**src/inc/rie_pkg.sv**
```systemverilog
// Purpose: Shared constants for the return-instruction execution block
// Assumes: 16-bit opcodes, 21-bit program counter, 8-bit data
// Notes: Reset values follow a master-clear reset of the core
package rie_pkg;
   localparam int OP_W = 16;
   localparam int PC_W = 21;
   localparam int DATA_W = 8;
   localparam int BANK_W = 4;
   localparam logic [15:0] OP_SW_RESET = 16'h00ff;
   localparam logic [14:0] OP_INT_RET_HI = 15'h0008;
   localparam logic [14:0] OP_SUB_RET_HI = 15'h0009;
   localparam logic [7:0] OP_LIT_RET_HI = 8'h0c;
   localparam logic [20:0] PC_RESET = 21'h000000;
   localparam logic [7:0] W_RESET = 8'h00;
   localparam logic [7:0] FLAGS_RESET = 8'h00;
   localparam logic [3:0] BANK_RESET = 4'h0;
   localparam logic [7:0] LATCH_RESET = 8'h00;
   localparam logic [1:0] CYCLES_RET = 2'h2;
   typedef enum logic [1:0] {RIE_NONE, RIE_INT, RIE_LIT, RIE_SUB} rie_kind_t;
endpackage : rie_pkg

```
**src/logic/rie_core.sv**
```systemverilog
// Purpose: Execute software reset and the three return instructions
// Assumes: One instruction issued per cycle when issue is high and busy low
// Notes: Returns take two cycles; work lands at the end of the first
// How it works
// [RL1] Software reset puts every register and flag back to its master-clear value.
// [RL2] Interrupt return pops the stack and loads the popped top value into the PC.
// [RL3] Interrupt return sets the high or low priority global enable as appropriate.
// [RL4] With the option bit 1 the shadows reload W, flags and bank select, else untouched.
// [RL5] Interrupt return is opcode 0000 0000 0001 000s and takes two cycles.
// [RL6] Returns leave the PC upper and high latches unchanged.
// [RL7] Literal return is opcode 0000 1100 kkkk kkkk and takes two cycles.
// [RL8] Literal return writes its 8-bit literal into W.
// [RL9] Literal return loads the PC from the popped stack top.
// [RL10] Literal return does not touch the PC high latch.
// [RL11] After subroutine return the PC equals the former stack top.
// [RL12] Subroutine return is 0000 0000 0001 001s, two cycles, shadows only when s is 1.
module rie_core
(
   // Clock and reset
   input wire logic clk_sys,
   input wire logic rst_n,
   // Instruction issue
   input wire logic issue,
   input wire logic [rie_pkg::OP_W-1:0] opcode,
   input wire logic in_high_irq,
   output logic busy,
   // Stack
   input wire logic [rie_pkg::PC_W-1:0] stack_top_value,
   output logic stack_pop,
   // Shadows
   input wire logic [rie_pkg::DATA_W-1:0] working_shadow,
   input wire logic [rie_pkg::DATA_W-1:0] flags_shadow,
   input wire logic [rie_pkg::BANK_W-1:0] bank_select_shadow,
   // Live state
   output logic [rie_pkg::PC_W-1:0] pc,
   output logic [rie_pkg::DATA_W-1:0] working,
   output logic [rie_pkg::DATA_W-1:0] flags,
   output logic [rie_pkg::BANK_W-1:0] bank_select_register,
   output logic [rie_pkg::DATA_W-1:0] pc_high_latch,
   output logic [rie_pkg::DATA_W-1:0] pc_upper_latch,
   output logic high_priority_global_enable,
   output logic low_priority_global_enable,
   output logic soft_reset_pulse
);
   import rie_pkg::*;

   rie_kind_t kind;
   logic shadow_opt;
   logic sw_reset;
   logic take;
   logic ret_take;
   logic soft_take;
   logic busy_reg, busy_next;
   logic srst_reg, srst_next;
   logic [PC_W-1:0] pc_reg, pc_next;
   logic [DATA_W-1:0] w_reg, w_next;
   logic [DATA_W-1:0] flags_reg, flags_next;
   logic [BANK_W-1:0] bank_reg, bank_next;
   logic gh_reg, gh_next;
   logic gl_reg, gl_next;
   logic [DATA_W-1:0] hi_latch_reg, hi_latch_next;
   logic [DATA_W-1:0] up_latch_reg, up_latch_next;

   rie_decode u_dec
   (
      .opcode(opcode),
      .kind(kind),
      .shadow_opt(shadow_opt),
      .sw_reset(sw_reset)
   );

   assign take = issue && !busy_reg;
   assign ret_take = take && (kind != RIE_NONE);
   assign soft_take = take && sw_reset;
   assign busy = busy_reg;
   assign stack_pop = ret_take; // [RL2]

   // Sequencing: second return cycle, reset pulse
   always_comb
   begin
      busy_next = 1'b0;
      srst_next = 1'b0;
      if (ret_take)
      begin
         busy_next = 1'b1; // [RL5] [RL7] [RL12]
      end
      if (soft_take)
      begin
         srst_next = 1'b1; // [RL1]
      end
   end

   always_ff @(posedge clk_sys or negedge rst_n)
   begin
      if (!rst_n)
      begin
         busy_reg <= 1'b0;
         srst_reg <= 1'b0;
      end
      else
      begin
         busy_reg <= busy_next;
         srst_reg <= srst_next;
      end
   end

   // Program counter
   always_comb
   begin
      pc_next = pc_reg;
      if (soft_take)
      begin
         pc_next = PC_RESET; // [RL1]
      end
      else if (ret_take)
      begin
         pc_next = stack_top_value; // [RL2] [RL9] [RL11]
      end
   end

   always_ff @(posedge clk_sys or negedge rst_n)
   begin
      if (!rst_n)
      begin
         pc_reg <= PC_RESET;
      end
      else
      begin
         pc_reg <= pc_next;
      end
   end

   // Working, flags and bank select
   always_comb
   begin
      w_next = w_reg;
      flags_next = flags_reg;
      bank_next = bank_reg;
      if (soft_take)
      begin
         w_next = W_RESET; // [RL1]
         flags_next = FLAGS_RESET;
         bank_next = BANK_RESET;
      end
      else if (ret_take && kind == RIE_LIT)
      begin
         w_next = opcode[7:0]; // [RL8]
      end
      else if (ret_take && shadow_opt)
      begin
         w_next = working_shadow; // [RL4] [RL12]
         flags_next = flags_shadow;
         bank_next = bank_select_shadow;
      end
   end

   always_ff @(posedge clk_sys or negedge rst_n)
   begin
      if (!rst_n)
      begin
         w_reg <= W_RESET;
         flags_reg <= FLAGS_RESET;
         bank_reg <= BANK_RESET;
      end
      else
      begin
         w_reg <= w_next;
         flags_reg <= flags_next;
         bank_reg <= bank_next;
      end
   end

   // Global interrupt enables
   always_comb
   begin
      gh_next = gh_reg;
      gl_next = gl_reg;
      if (soft_take)
      begin
         gh_next = 1'b0; // [RL1]
         gl_next = 1'b0;
      end
      else if (ret_take && kind == RIE_INT)
      begin
         if (in_high_irq)
         begin
            gh_next = 1'b1; // [RL3]
         end
         else
         begin
            gl_next = 1'b1; // [RL3]
         end
      end
   end

   always_ff @(posedge clk_sys or negedge rst_n)
   begin
      if (!rst_n)
      begin
         gh_reg <= 1'b0;
         gl_reg <= 1'b0;
      end
      else
      begin
         gh_reg <= gh_next;
         gl_reg <= gl_next;
      end
   end

   // PC latches; no return writes them
   always_comb
   begin
      hi_latch_next = hi_latch_reg; // [RL6] [RL10]
      up_latch_next = up_latch_reg; // [RL6]
      if (soft_take)
      begin
         hi_latch_next = LATCH_RESET; // [RL1]
         up_latch_next = LATCH_RESET;
      end
   end

   always_ff @(posedge clk_sys or negedge rst_n)
   begin
      if (!rst_n)
      begin
         hi_latch_reg <= LATCH_RESET;
         up_latch_reg <= LATCH_RESET;
      end
      else
      begin
         hi_latch_reg <= hi_latch_next;
         up_latch_reg <= up_latch_next;
      end
   end

   // Outputs
   assign pc_high_latch = hi_latch_reg;
   assign pc_upper_latch = up_latch_reg;
   assign pc = pc_reg;
   assign working = w_reg;
   assign flags = flags_reg;
   assign bank_select_register = bank_reg;
   assign high_priority_global_enable = gh_reg;
   assign low_priority_global_enable = gl_reg;
   assign soft_reset_pulse = srst_reg;
endmodule : rie_core

```
**src/logic/rie_decode.sv**
```systemverilog
// Purpose: Classify an opcode into one of the return kinds
// Assumes: Opcode from the fetch latch, same clock
// Notes: Combinational only
module rie_decode
(
   // Opcode in
   input wire logic [rie_pkg::OP_W-1:0] opcode,
   // Classification
   output rie_pkg::rie_kind_t kind,
   output logic shadow_opt,
   output logic sw_reset
);
   import rie_pkg::*;
   always_comb
   begin
      kind = RIE_NONE;
      shadow_opt = opcode[0];
      sw_reset = (opcode == OP_SW_RESET);
      if (opcode[15:1] == OP_INT_RET_HI)
      begin
         kind = RIE_INT; // [RL5]
      end
      else if (opcode[15:1] == OP_SUB_RET_HI)
      begin
         kind = RIE_SUB; // [RL12]
      end
      else if (opcode[15:8] == OP_LIT_RET_HI)
      begin
         kind = RIE_LIT; // [RL7]
      end
   end
endmodule : rie_decode

```
**config.mk**
```make
export PLATFORM = sky130hd
export DESIGN_NAME = rie_core
export DESIGN_NICKNAME = d
export VERILOG_FILES = /design/src/inc/rie_pkg.sv /design/src/logic/rie_core.sv /design/src/logic/rie_decode.sv
export SDC_FILE = /design/constraint.sdc
export NUM_CORES = 1
export LEC_CHECK = 0
export BUFFER_PORTS_ARGS = -buffer_cell sky130_fd_sc_hd__buf_2
export CAP_MARGIN = 20
export CELL_PAD_IN_SITES_DETAIL_PLACEMENT = 0
export CELL_PAD_IN_SITES_GLOBAL_PLACEMENT = 1
export CORE_ASPECT_RATIO = 2
export CORE_MARGIN = 2
export CORE_UTILIZATION = 34
export DETAILED_ROUTE_END_ITERATION = 8
export PLACE_DENSITY = 0.8
export SYNTH_ARGS = -nofsm -noshare
export SYNTH_HDL_FRONTEND = slang
export SYNTH_SLANG_ARGS = --single-unit
```
**constraint.sdc**
```tcl
create_clock -name clk_sys -period 4.2 [get_ports clk_sys]
set_input_delay 0.21 -clock clk_sys [delete_from_list [all_inputs] [get_ports clk_sys]]
set_output_delay 0.21 -clock clk_sys [all_outputs]
set_load 0.02 [all_outputs]
```
* After elaboration in Yosys (flattened, before gate mapping)
Cells that the tools add are included.
** Operators by class
- Reductions and logical operators :: 16
- Equality and inequality tests :: 8
- Mux-type cells :: 22
** Operator list (number)
- two-way mux 8 bit :: 6
- two-way mux 21 bit :: 2
- == test 15 x 4 -> 1 bit, second input constant :: 2
- == test 16 x 8 -> 1 bit, second input constant :: 1
- two-way mux 4 bit :: 3
- nonzero test 2 bit :: 5
- == test 8 x 4 -> 1 bit, second input constant :: 1
- two-way mux 1 bit :: 8
- logical AND 1 bit :: 6
- two-way mux 2 bit :: 3
- AND reduction 2 bit :: 3
- nonzero test 3 bit :: 1
- == test 2 x 1 -> 1 bit, second input constant :: 1
- == test 2 bit, second input constant :: 1
- inequality test 2 x 1 -> 1 bit, second input constant :: 1
- inequality test 2 bit, second input constant :: 1
- logical NOT 1 bit :: 1
** Word-level totals
- Logic and storage cells :: 54
- Bits in registers :: 45
- Input bits :: 61
- Output and inout port bits :: 62

* Logic depth before layout (Yosys ltp)
Gate-level depths: netlist of the first run.
- Depth in word-level cells :: 10
- Mapped depth :: 6
- Mapped depth without buffers :: 4

* Hierarchy
A second synthesis of the first run with hierarchy kept.
** Second synthesis, totals
- Cells, all modules :: 208
- Area, all modules :: 2207.1 sq um
** By module, submodules not included
- rie_core :: cells each 192, area an instance 2107.0 sq um, seq. area each 1126.1 sq um, instances 1
- rie_decode :: cells each 16, area an instance 100.1 sq um, seq. area each 0.0 sq um, instances 1

* Least setup slack after synthesis of the first run
No wires, ideal clock.
- Kind :: reg-to-reg
- From :: register busy_reg, in the netlist busy
- To :: register pc_reg[10], in the netlist pc[10]
- Arrival :: 1.810 ns
- Period minus slack after synthesis :: 1.931 ns
- Library setup time :: 0.121 ns
- Buffers on the path :: 1
- Slack :: 2.269 ns
- Stages on the path, launching flop included :: 6
- Data required time :: 4.079 ns
- Cell sequence :: dfrtp_1 or4b_4 nor3_1 a22oi_2 buf_2 a22o_2
** On the way
- Longest elaborated chain between the ends :: 4
- Elaborated cells between the ends (all ways) :: 6
- Those cells by class :: 1 x mux; 5 x reduce/logical
** Ends and longest elaborated chain
- start, declared :: RTL line rie_core.sv:53 : logic busy_reg, busy_next;
- start signal, assigned :: RTL line rie_core.sv:102 : busy_reg <= busy_next;
- logical NOT 1 bit * :: RTL line rie_core.sv:72 : assign take = issue && !busy_reg;
- logical AND 1 bit * :: RTL line rie_core.sv:72
- logical AND 1 bit, on equally long branches :: RTL line rie_core.sv:74, rie_core.sv:73
- two-way mux 21 bit or nonzero test 2 bit (tied branches)
- end signal, assigned :: RTL line rie_core.sv:129 : pc_reg <= pc_next;
- end, declared :: RTL line rie_core.sv:55 : logic [PC_W-1:0] pc_reg, pc_next;
Every way passes the cells marked *; elsewhere a longest branch is shown, timed or not.
A chain may end at the register's enable or synchronous reset.

* Worst setup path in the final report of the first run
- From :: input opcode[3] in the netlist's numbering
- To :: output stack_pop
** On the way
- Longest elaborated chain between the ends :: 5
- Elaborated cells between the ends (all ways) :: 6
- Those cells by class :: 2 x eq/ne; 2 x mux; 2 x reduce/logical
** Ends and longest elaborated chain
- start, declared :: RTL line rie_core.sv:24 : input wire logic [rie_pkg::OP_W-1:0] opcode,
- == test 15 x 4 -> 1 bit :: RTL line rie_decode.sv:23 : else if (opcode[15:1] == OP_SUB_RET_HI)
- two-way mux 2 bit :: RTL line rie_decode.sv:23
- two-way mux 2 bit * :: RTL line rie_decode.sv:19 : if (opcode[15:1] == OP_INT_RET_HI)
- nonzero test 2 bit * :: RTL line rie_core.sv:73 : assign ret_take = take && (kind != RIE_NONE);
- logical AND 1 bit * :: RTL line rie_core.sv:73
- end, declared :: RTL line rie_core.sv:29 : output logic stack_pop,
Marks and branches as above.

==> metrics, run 1 <==
H-tree levels=2; Final period util=0.590; Port Buffers=~110; Root Driver=clkbuf_16; CTS buffer count=5; Chip Width=60.1 um; Post-synth top flop=dfrtp_1; status=finished clean; Mean Syn Cell Area=between 10 and 15 um2; area leader, netlist=dfrtp_1; clk_skew=0.00575 ns; DP HPWL=4100 um; Rel. slew slack=0.321; CP Class=in2out; Leakage=1.50 nW; post-synthesis register bit count=45; final core utilization=0.461; post-synth top area share=0.526; grt ovf=0; DR DRC count=0; CP max stage delay=0.66 ns; first-pass GRT wire length=8630 um; final setup vio count=0; clk_lat worst skew=~0.28 ns; Initial Utilization=0.345; Required @ worst endpoint=3.99 ns; largest net degree at the start of global routing=46; initial antenna violation count=0; synthesis-to-finish area growth=33.5%; Max VDD drop=0.180 mV; critical path startpoint category=input pin; Final ANT Viol Nets=0; GRT Total Usage=0.160; CP Data Arrival Time=2.27 ns; CP dominant cell by count=buf_2; DIE AREA=6990 um2; Max-Cap Viols=0; Final Hold Viols=0; clock transition at the registers of the reported paths=roughly 0.060 ns; RSZ-0062 raised after global routing=no; Synth area leaders=dfrtp_1, a22o_1, buf_4, a22o_2, a41oi_1; Ys Warns=0; setup bufs post-CTS=0; WL/cell=14.4 um; clk buf depth=2; Die H=116 um; register area share after synthesis=0.526; number of global-route vias before repair=1803; Post-synth EDFFs=0; Hold Crit Class=in2reg; PwrDens=between 300 and 400 nW/um2; crit path cell chain=buf_2 -> or4_4 -> o31a_4 -> nor3_4 -> buf_2; number of nets in the layout=352; CTS resizes=0; global placement routability congestion=0.817; Slew @ Worst Pin=~1.0 ns; vias per cell=5.07; max reg flops=21; asr flop ratio synth=1.00; FP Rows=41; final max-slew violation count=0; synthesized cell area=2140 um2; share of cells above drive strength 1=0.462; vias=between 1500 and 2000; Slowest-stage cell, CP=nor3_4; most frequent cells in the layout=buf_2, dfrtp_1, a22o_1; CTS tree=done; Distinct cells, synth=39; router iterations before antenna repair=4; I/O Pins=123; Setup TNS=0 ns; commonest non-fill, non-tap cell in the layout=buf_2; Inserted Diodes=0; core area=slightly above 6000 um2; Final min period=2.48 ns; CP Max Fanout=23; fmax=404 MHz; routed wire length=approximately 5400 um; CP endpoint kind=primary output; Initial DRC Count=67; CTS sink cnt=45; Mapped Cells=186
-- metal layers --
metal / GRT usage / share of wire
met4: 0.0504 / 0.0097
met1: 0.225 / 0.43
met2: 0.250 / 0.47
met3: 0.0266 / 0.090
met5: 0 / 0
-- stage by stage --
stage | hold slack (ns) | setup WS, ns | area, um2 | total power, mW | std cells
after floorplan | -0.0856 | 2.27 | 2200 | 0.543 | 201
after global placement | 0.412 | 1.77 | 2660 | 0.595 | 368
after detailed placement | 0.430 | 1.74 | 2660 | 0.597 | 368
after CTS | 0.132 | 1.71 | 2830 | 1.05 | 376
after global routing | 0.151 | 1.56 | 2860 | 1.08 | 378
final | 0.157 | 1.72 | 2860 | 1.04 | 378
-- Yosys cell counts, drive strengths merged (2+ instances only) --
library cell and count:
a211oi 7, a21oi 7, a22o 27, a41oi 8, and2 2, buf 22, clkbuf 3, dfrtp 45
inv 3, nand2 2, nand3 9, nand4 3, nor2 12, nor3 4, o21ai 14, or4 2
-- power by group --
group	internal (mW)	switching, mW	leakage, nW
Clock	0.297	0.149	0.0841
Combinational	0.0520	0.0793	0.805
Sequential	0.451	0.00981	0.611
Total	0.800	0.239	1.50
-- timing repair --
| action | CTS | global route |
|---|---|---|
| hold endpoints to repair | 0 | 5 |
| hold buffers | 0 | 1 |
| endpoints found under the setup margin | 0 | 0 |
-- critical path: cells and delay by family --
kind,cells,cell delay (ns)
buffers and inverters,2,0.41
AO/OA/AOI/OAI,1,0.40
AND/OR/NAND/NOR,2,1.24
-- cell families after synthesis --
kind of cell | after synthesis | share of synthesized area
and+or+nand+nor | 43 | 0.127
buffers and inverters | 28 | 0.0888
AOI/OAI and AO/OA | 69 | 0.257
DFF | 45 | 0.526
other | 1 | 0.00175
-- area by class of cell --
cell class	instances	area, um2
clock buffer	7	143
clock inverter	1	30.0
fill	601	3350
inverter	3	11.3
multi-input combinational	128	882
sequential	45	1130
tap	86	108
timing repair buffer	108	561
-- final timing paths --
path | slack, ns | to | cells past startpoint | start
worst max-delay path | 1.72 | stack_pop | 5 | opcode[3]
worst min-delay path | 0.16 | pc[15] | 2 | stack_top_value[15]
worst max register to register | 1.90 | flags[1] | 4 | busy
worst min register to register | 0.49 | pc[1] | 1 | pc[1]
max in group asynchronous | 3.47 | pc[2] | 3 | rst_n
min in group asynchronous | 0.29 | low_priority_global_enable | 2 | rst_n
Note: power is estimated with default switching activity, not from simulation.
==> run 2, diff against run 1 <==
CORE_UTILIZATION = 29   (was 34)
PLACE_DENSITY = 0.72   (was 0.8)
clock period = 2.2 ns   (was 4.2 ns; I/O delays follow)
==> metrics, run 2 (synthesized netlist as in run 1, its figures left out) <==
CP max stage delay=approximately 0.54 ns; clk_lat worst skew=0.30 ns; share of cells above drive strength 1=0.482; min-delay src=stack_top_value[6]; Multi-input gate area=882 um2; Hold Path End=pc[6]; Final Hold Viols=0; Seq. cell area=between 1000 and 1500 um2; global placement routability congestion=0.789; Worst Slack Setup Final=0.137 ns; DIE AREA=8130 um2; Inserted Diodes=0; Rel. slew slack=0.369; WL/cell=16.2 um; number of nets in the layout=361; grt ovf=0; FILL cells=744; Max VDD drop=0.302 mV; CTS buffer count=5; final core utilization=0.404; clk_skew=0.00622 ns; clk buf depth=2; GRT Total Usage=0.162; design area=a little under 3000 um2; routed wire length=about 6400 um; initial antenna violation count=0; Slew @ Worst Pin=0.946 ns; CP Class=reg2reg; CTS resizes=0; Die H=approximately 130 um; Pwr Total=between 1.5 and 2 mW; vias=approximately 1900; Hold Path Cell Cnt=2; Slowest-stage cell, CP=or4b_4; critical path startpoint category=register; Placement Cell Area=2750 um2; internal power=1.39 mW; Setup TNS=0 ns; Port Buffers=106; vias per cell=4.88; RSZ-0062 raised after global routing=no; Worst R2R Start=busy; kind of cell adding the most delay to the critical path=simple AND/OR/NAND/NOR gates; router iterations before antenna repair=4; CP Data Arrival Time=about 2.2 ns; DP HPWL=4880 um; PwrDens=656 nW/um2; register share of total power=0.459; Logic pwr share=0.136; fmax=485 MHz; Leakage=1.53 nW; Root Driver=clkbuf_16; Reg2Reg Depth=4; Final ANT Viol Nets=0; Required @ worst endpoint=2.38 ns; CP Max Fanout=21; Max-Cap Viols=0; number of global-route vias before repair=1917; Switching Power=about 520 uW; reg-to-reg slack, setup=0.14 ns; most frequent cells in the layout=buf_2, dfrtp_1, a22o_1; Initial DRC Count=76; CTS tree=done; Initial Utilization=0.297; setup bufs post-CTS=0; max reg flops=21; switching part of the total=0.273; H-tree levels=2; pre-CTS setup slack=0.152 ns; Final period util=0.938; Hold Crit Class=in2reg; first-pass GRT wire length=9760 um; largest net degree at the start of global routing=26; final max-slew violation count=0; crit path cell chain=or4b_4 -> nor3_1 -> a22oi_2 -> a22o_2; Chip Width=64.8 um; synthesis-to-finish area growth=36.0%; CP endpoint kind=register; Final min period=a little over 2 ns; status=finished clean; WHS=0.0295 ns; RR Endpoint=pc[15]; DR DRC count=0; Post-Layout Cell Count=393; Cells after DPL=roughly 380; CTS sink cnt=45; I/O Pins=~120; crit path buf inv count=0; Clk pwr share=0.405; commonest non-fill, non-tap cell in the layout=buf_2; final setup vio count=0; FP Rows=44; clock transition at the registers of the reported paths=0.07 ns; core area=7210 um2
## run 2: repair_timing
item | 4_1_cts | 5_1_grt
setup endpoints to repair | 0 | 9
endpoints found under the hold margin | 20 | 0
hold buffers | 1 | 0
## run 2: worst max-delay path by stage
stage	end	from	slack [ns]	depth (start not counted)
3_3_place_gp	pc[19]	busy	0.21	4
2_1_floorplan	pc[10]	busy	0.27	5
6_report	pc[15]	busy	0.14	4
4_1_cts	pc[15]	busy	0.13	4
5_1_grt	pc[15]	busy	0.02	4
3_5_place_dp	pc[11]	busy	0.15	4
## run 2: cell type report
type / count / area share
clock buffer: 5 / 0.0430
timing repair buffer: 117 / 0.216
sequential: 45 / 0.387
inverter: 3 / 0.00387
tap: 92 / 0.0395
clock inverter: 3 / 0.00859
multi-input combinational: 128 / 0.303
## run 2: per-layer routing
metal / share of wire / wire [um] / track usage / up-vias
met1: 0.36 / 2280 / 0.175 / 926
met2: 0.56 / 3570 / 0.289 / 75
li1: - / - / - / 908
met3: 0.052 / 328 / 0.0306 / 8
met5: 0 / 0 / 0 / -
met4: 0.028 / 176 / 0.0814 / 0
## run 2: power by group through the flow
stage / Sequential [mW] / Clock [mW] / Combinational, mW
after floorplan: 0.932 / 0 / 0.104
after global placement: 0.893 / 0 / 0.257
after global routing: 0.881 / 0.826 / 0.281
final: 0.878 / 0.775 / 0.259
after detailed placement: 0.892 / 0 / 0.262
after CTS: 0.878 / 0.794 / 0.263
## run 2: worst register-to-register path, delay by kind of cell (launching register included)
family             cells  cell delay, ns
AOI/OAI and AO/OA      2            0.67
DFF                    1            0.41
and+or+nand+nor        2            0.88
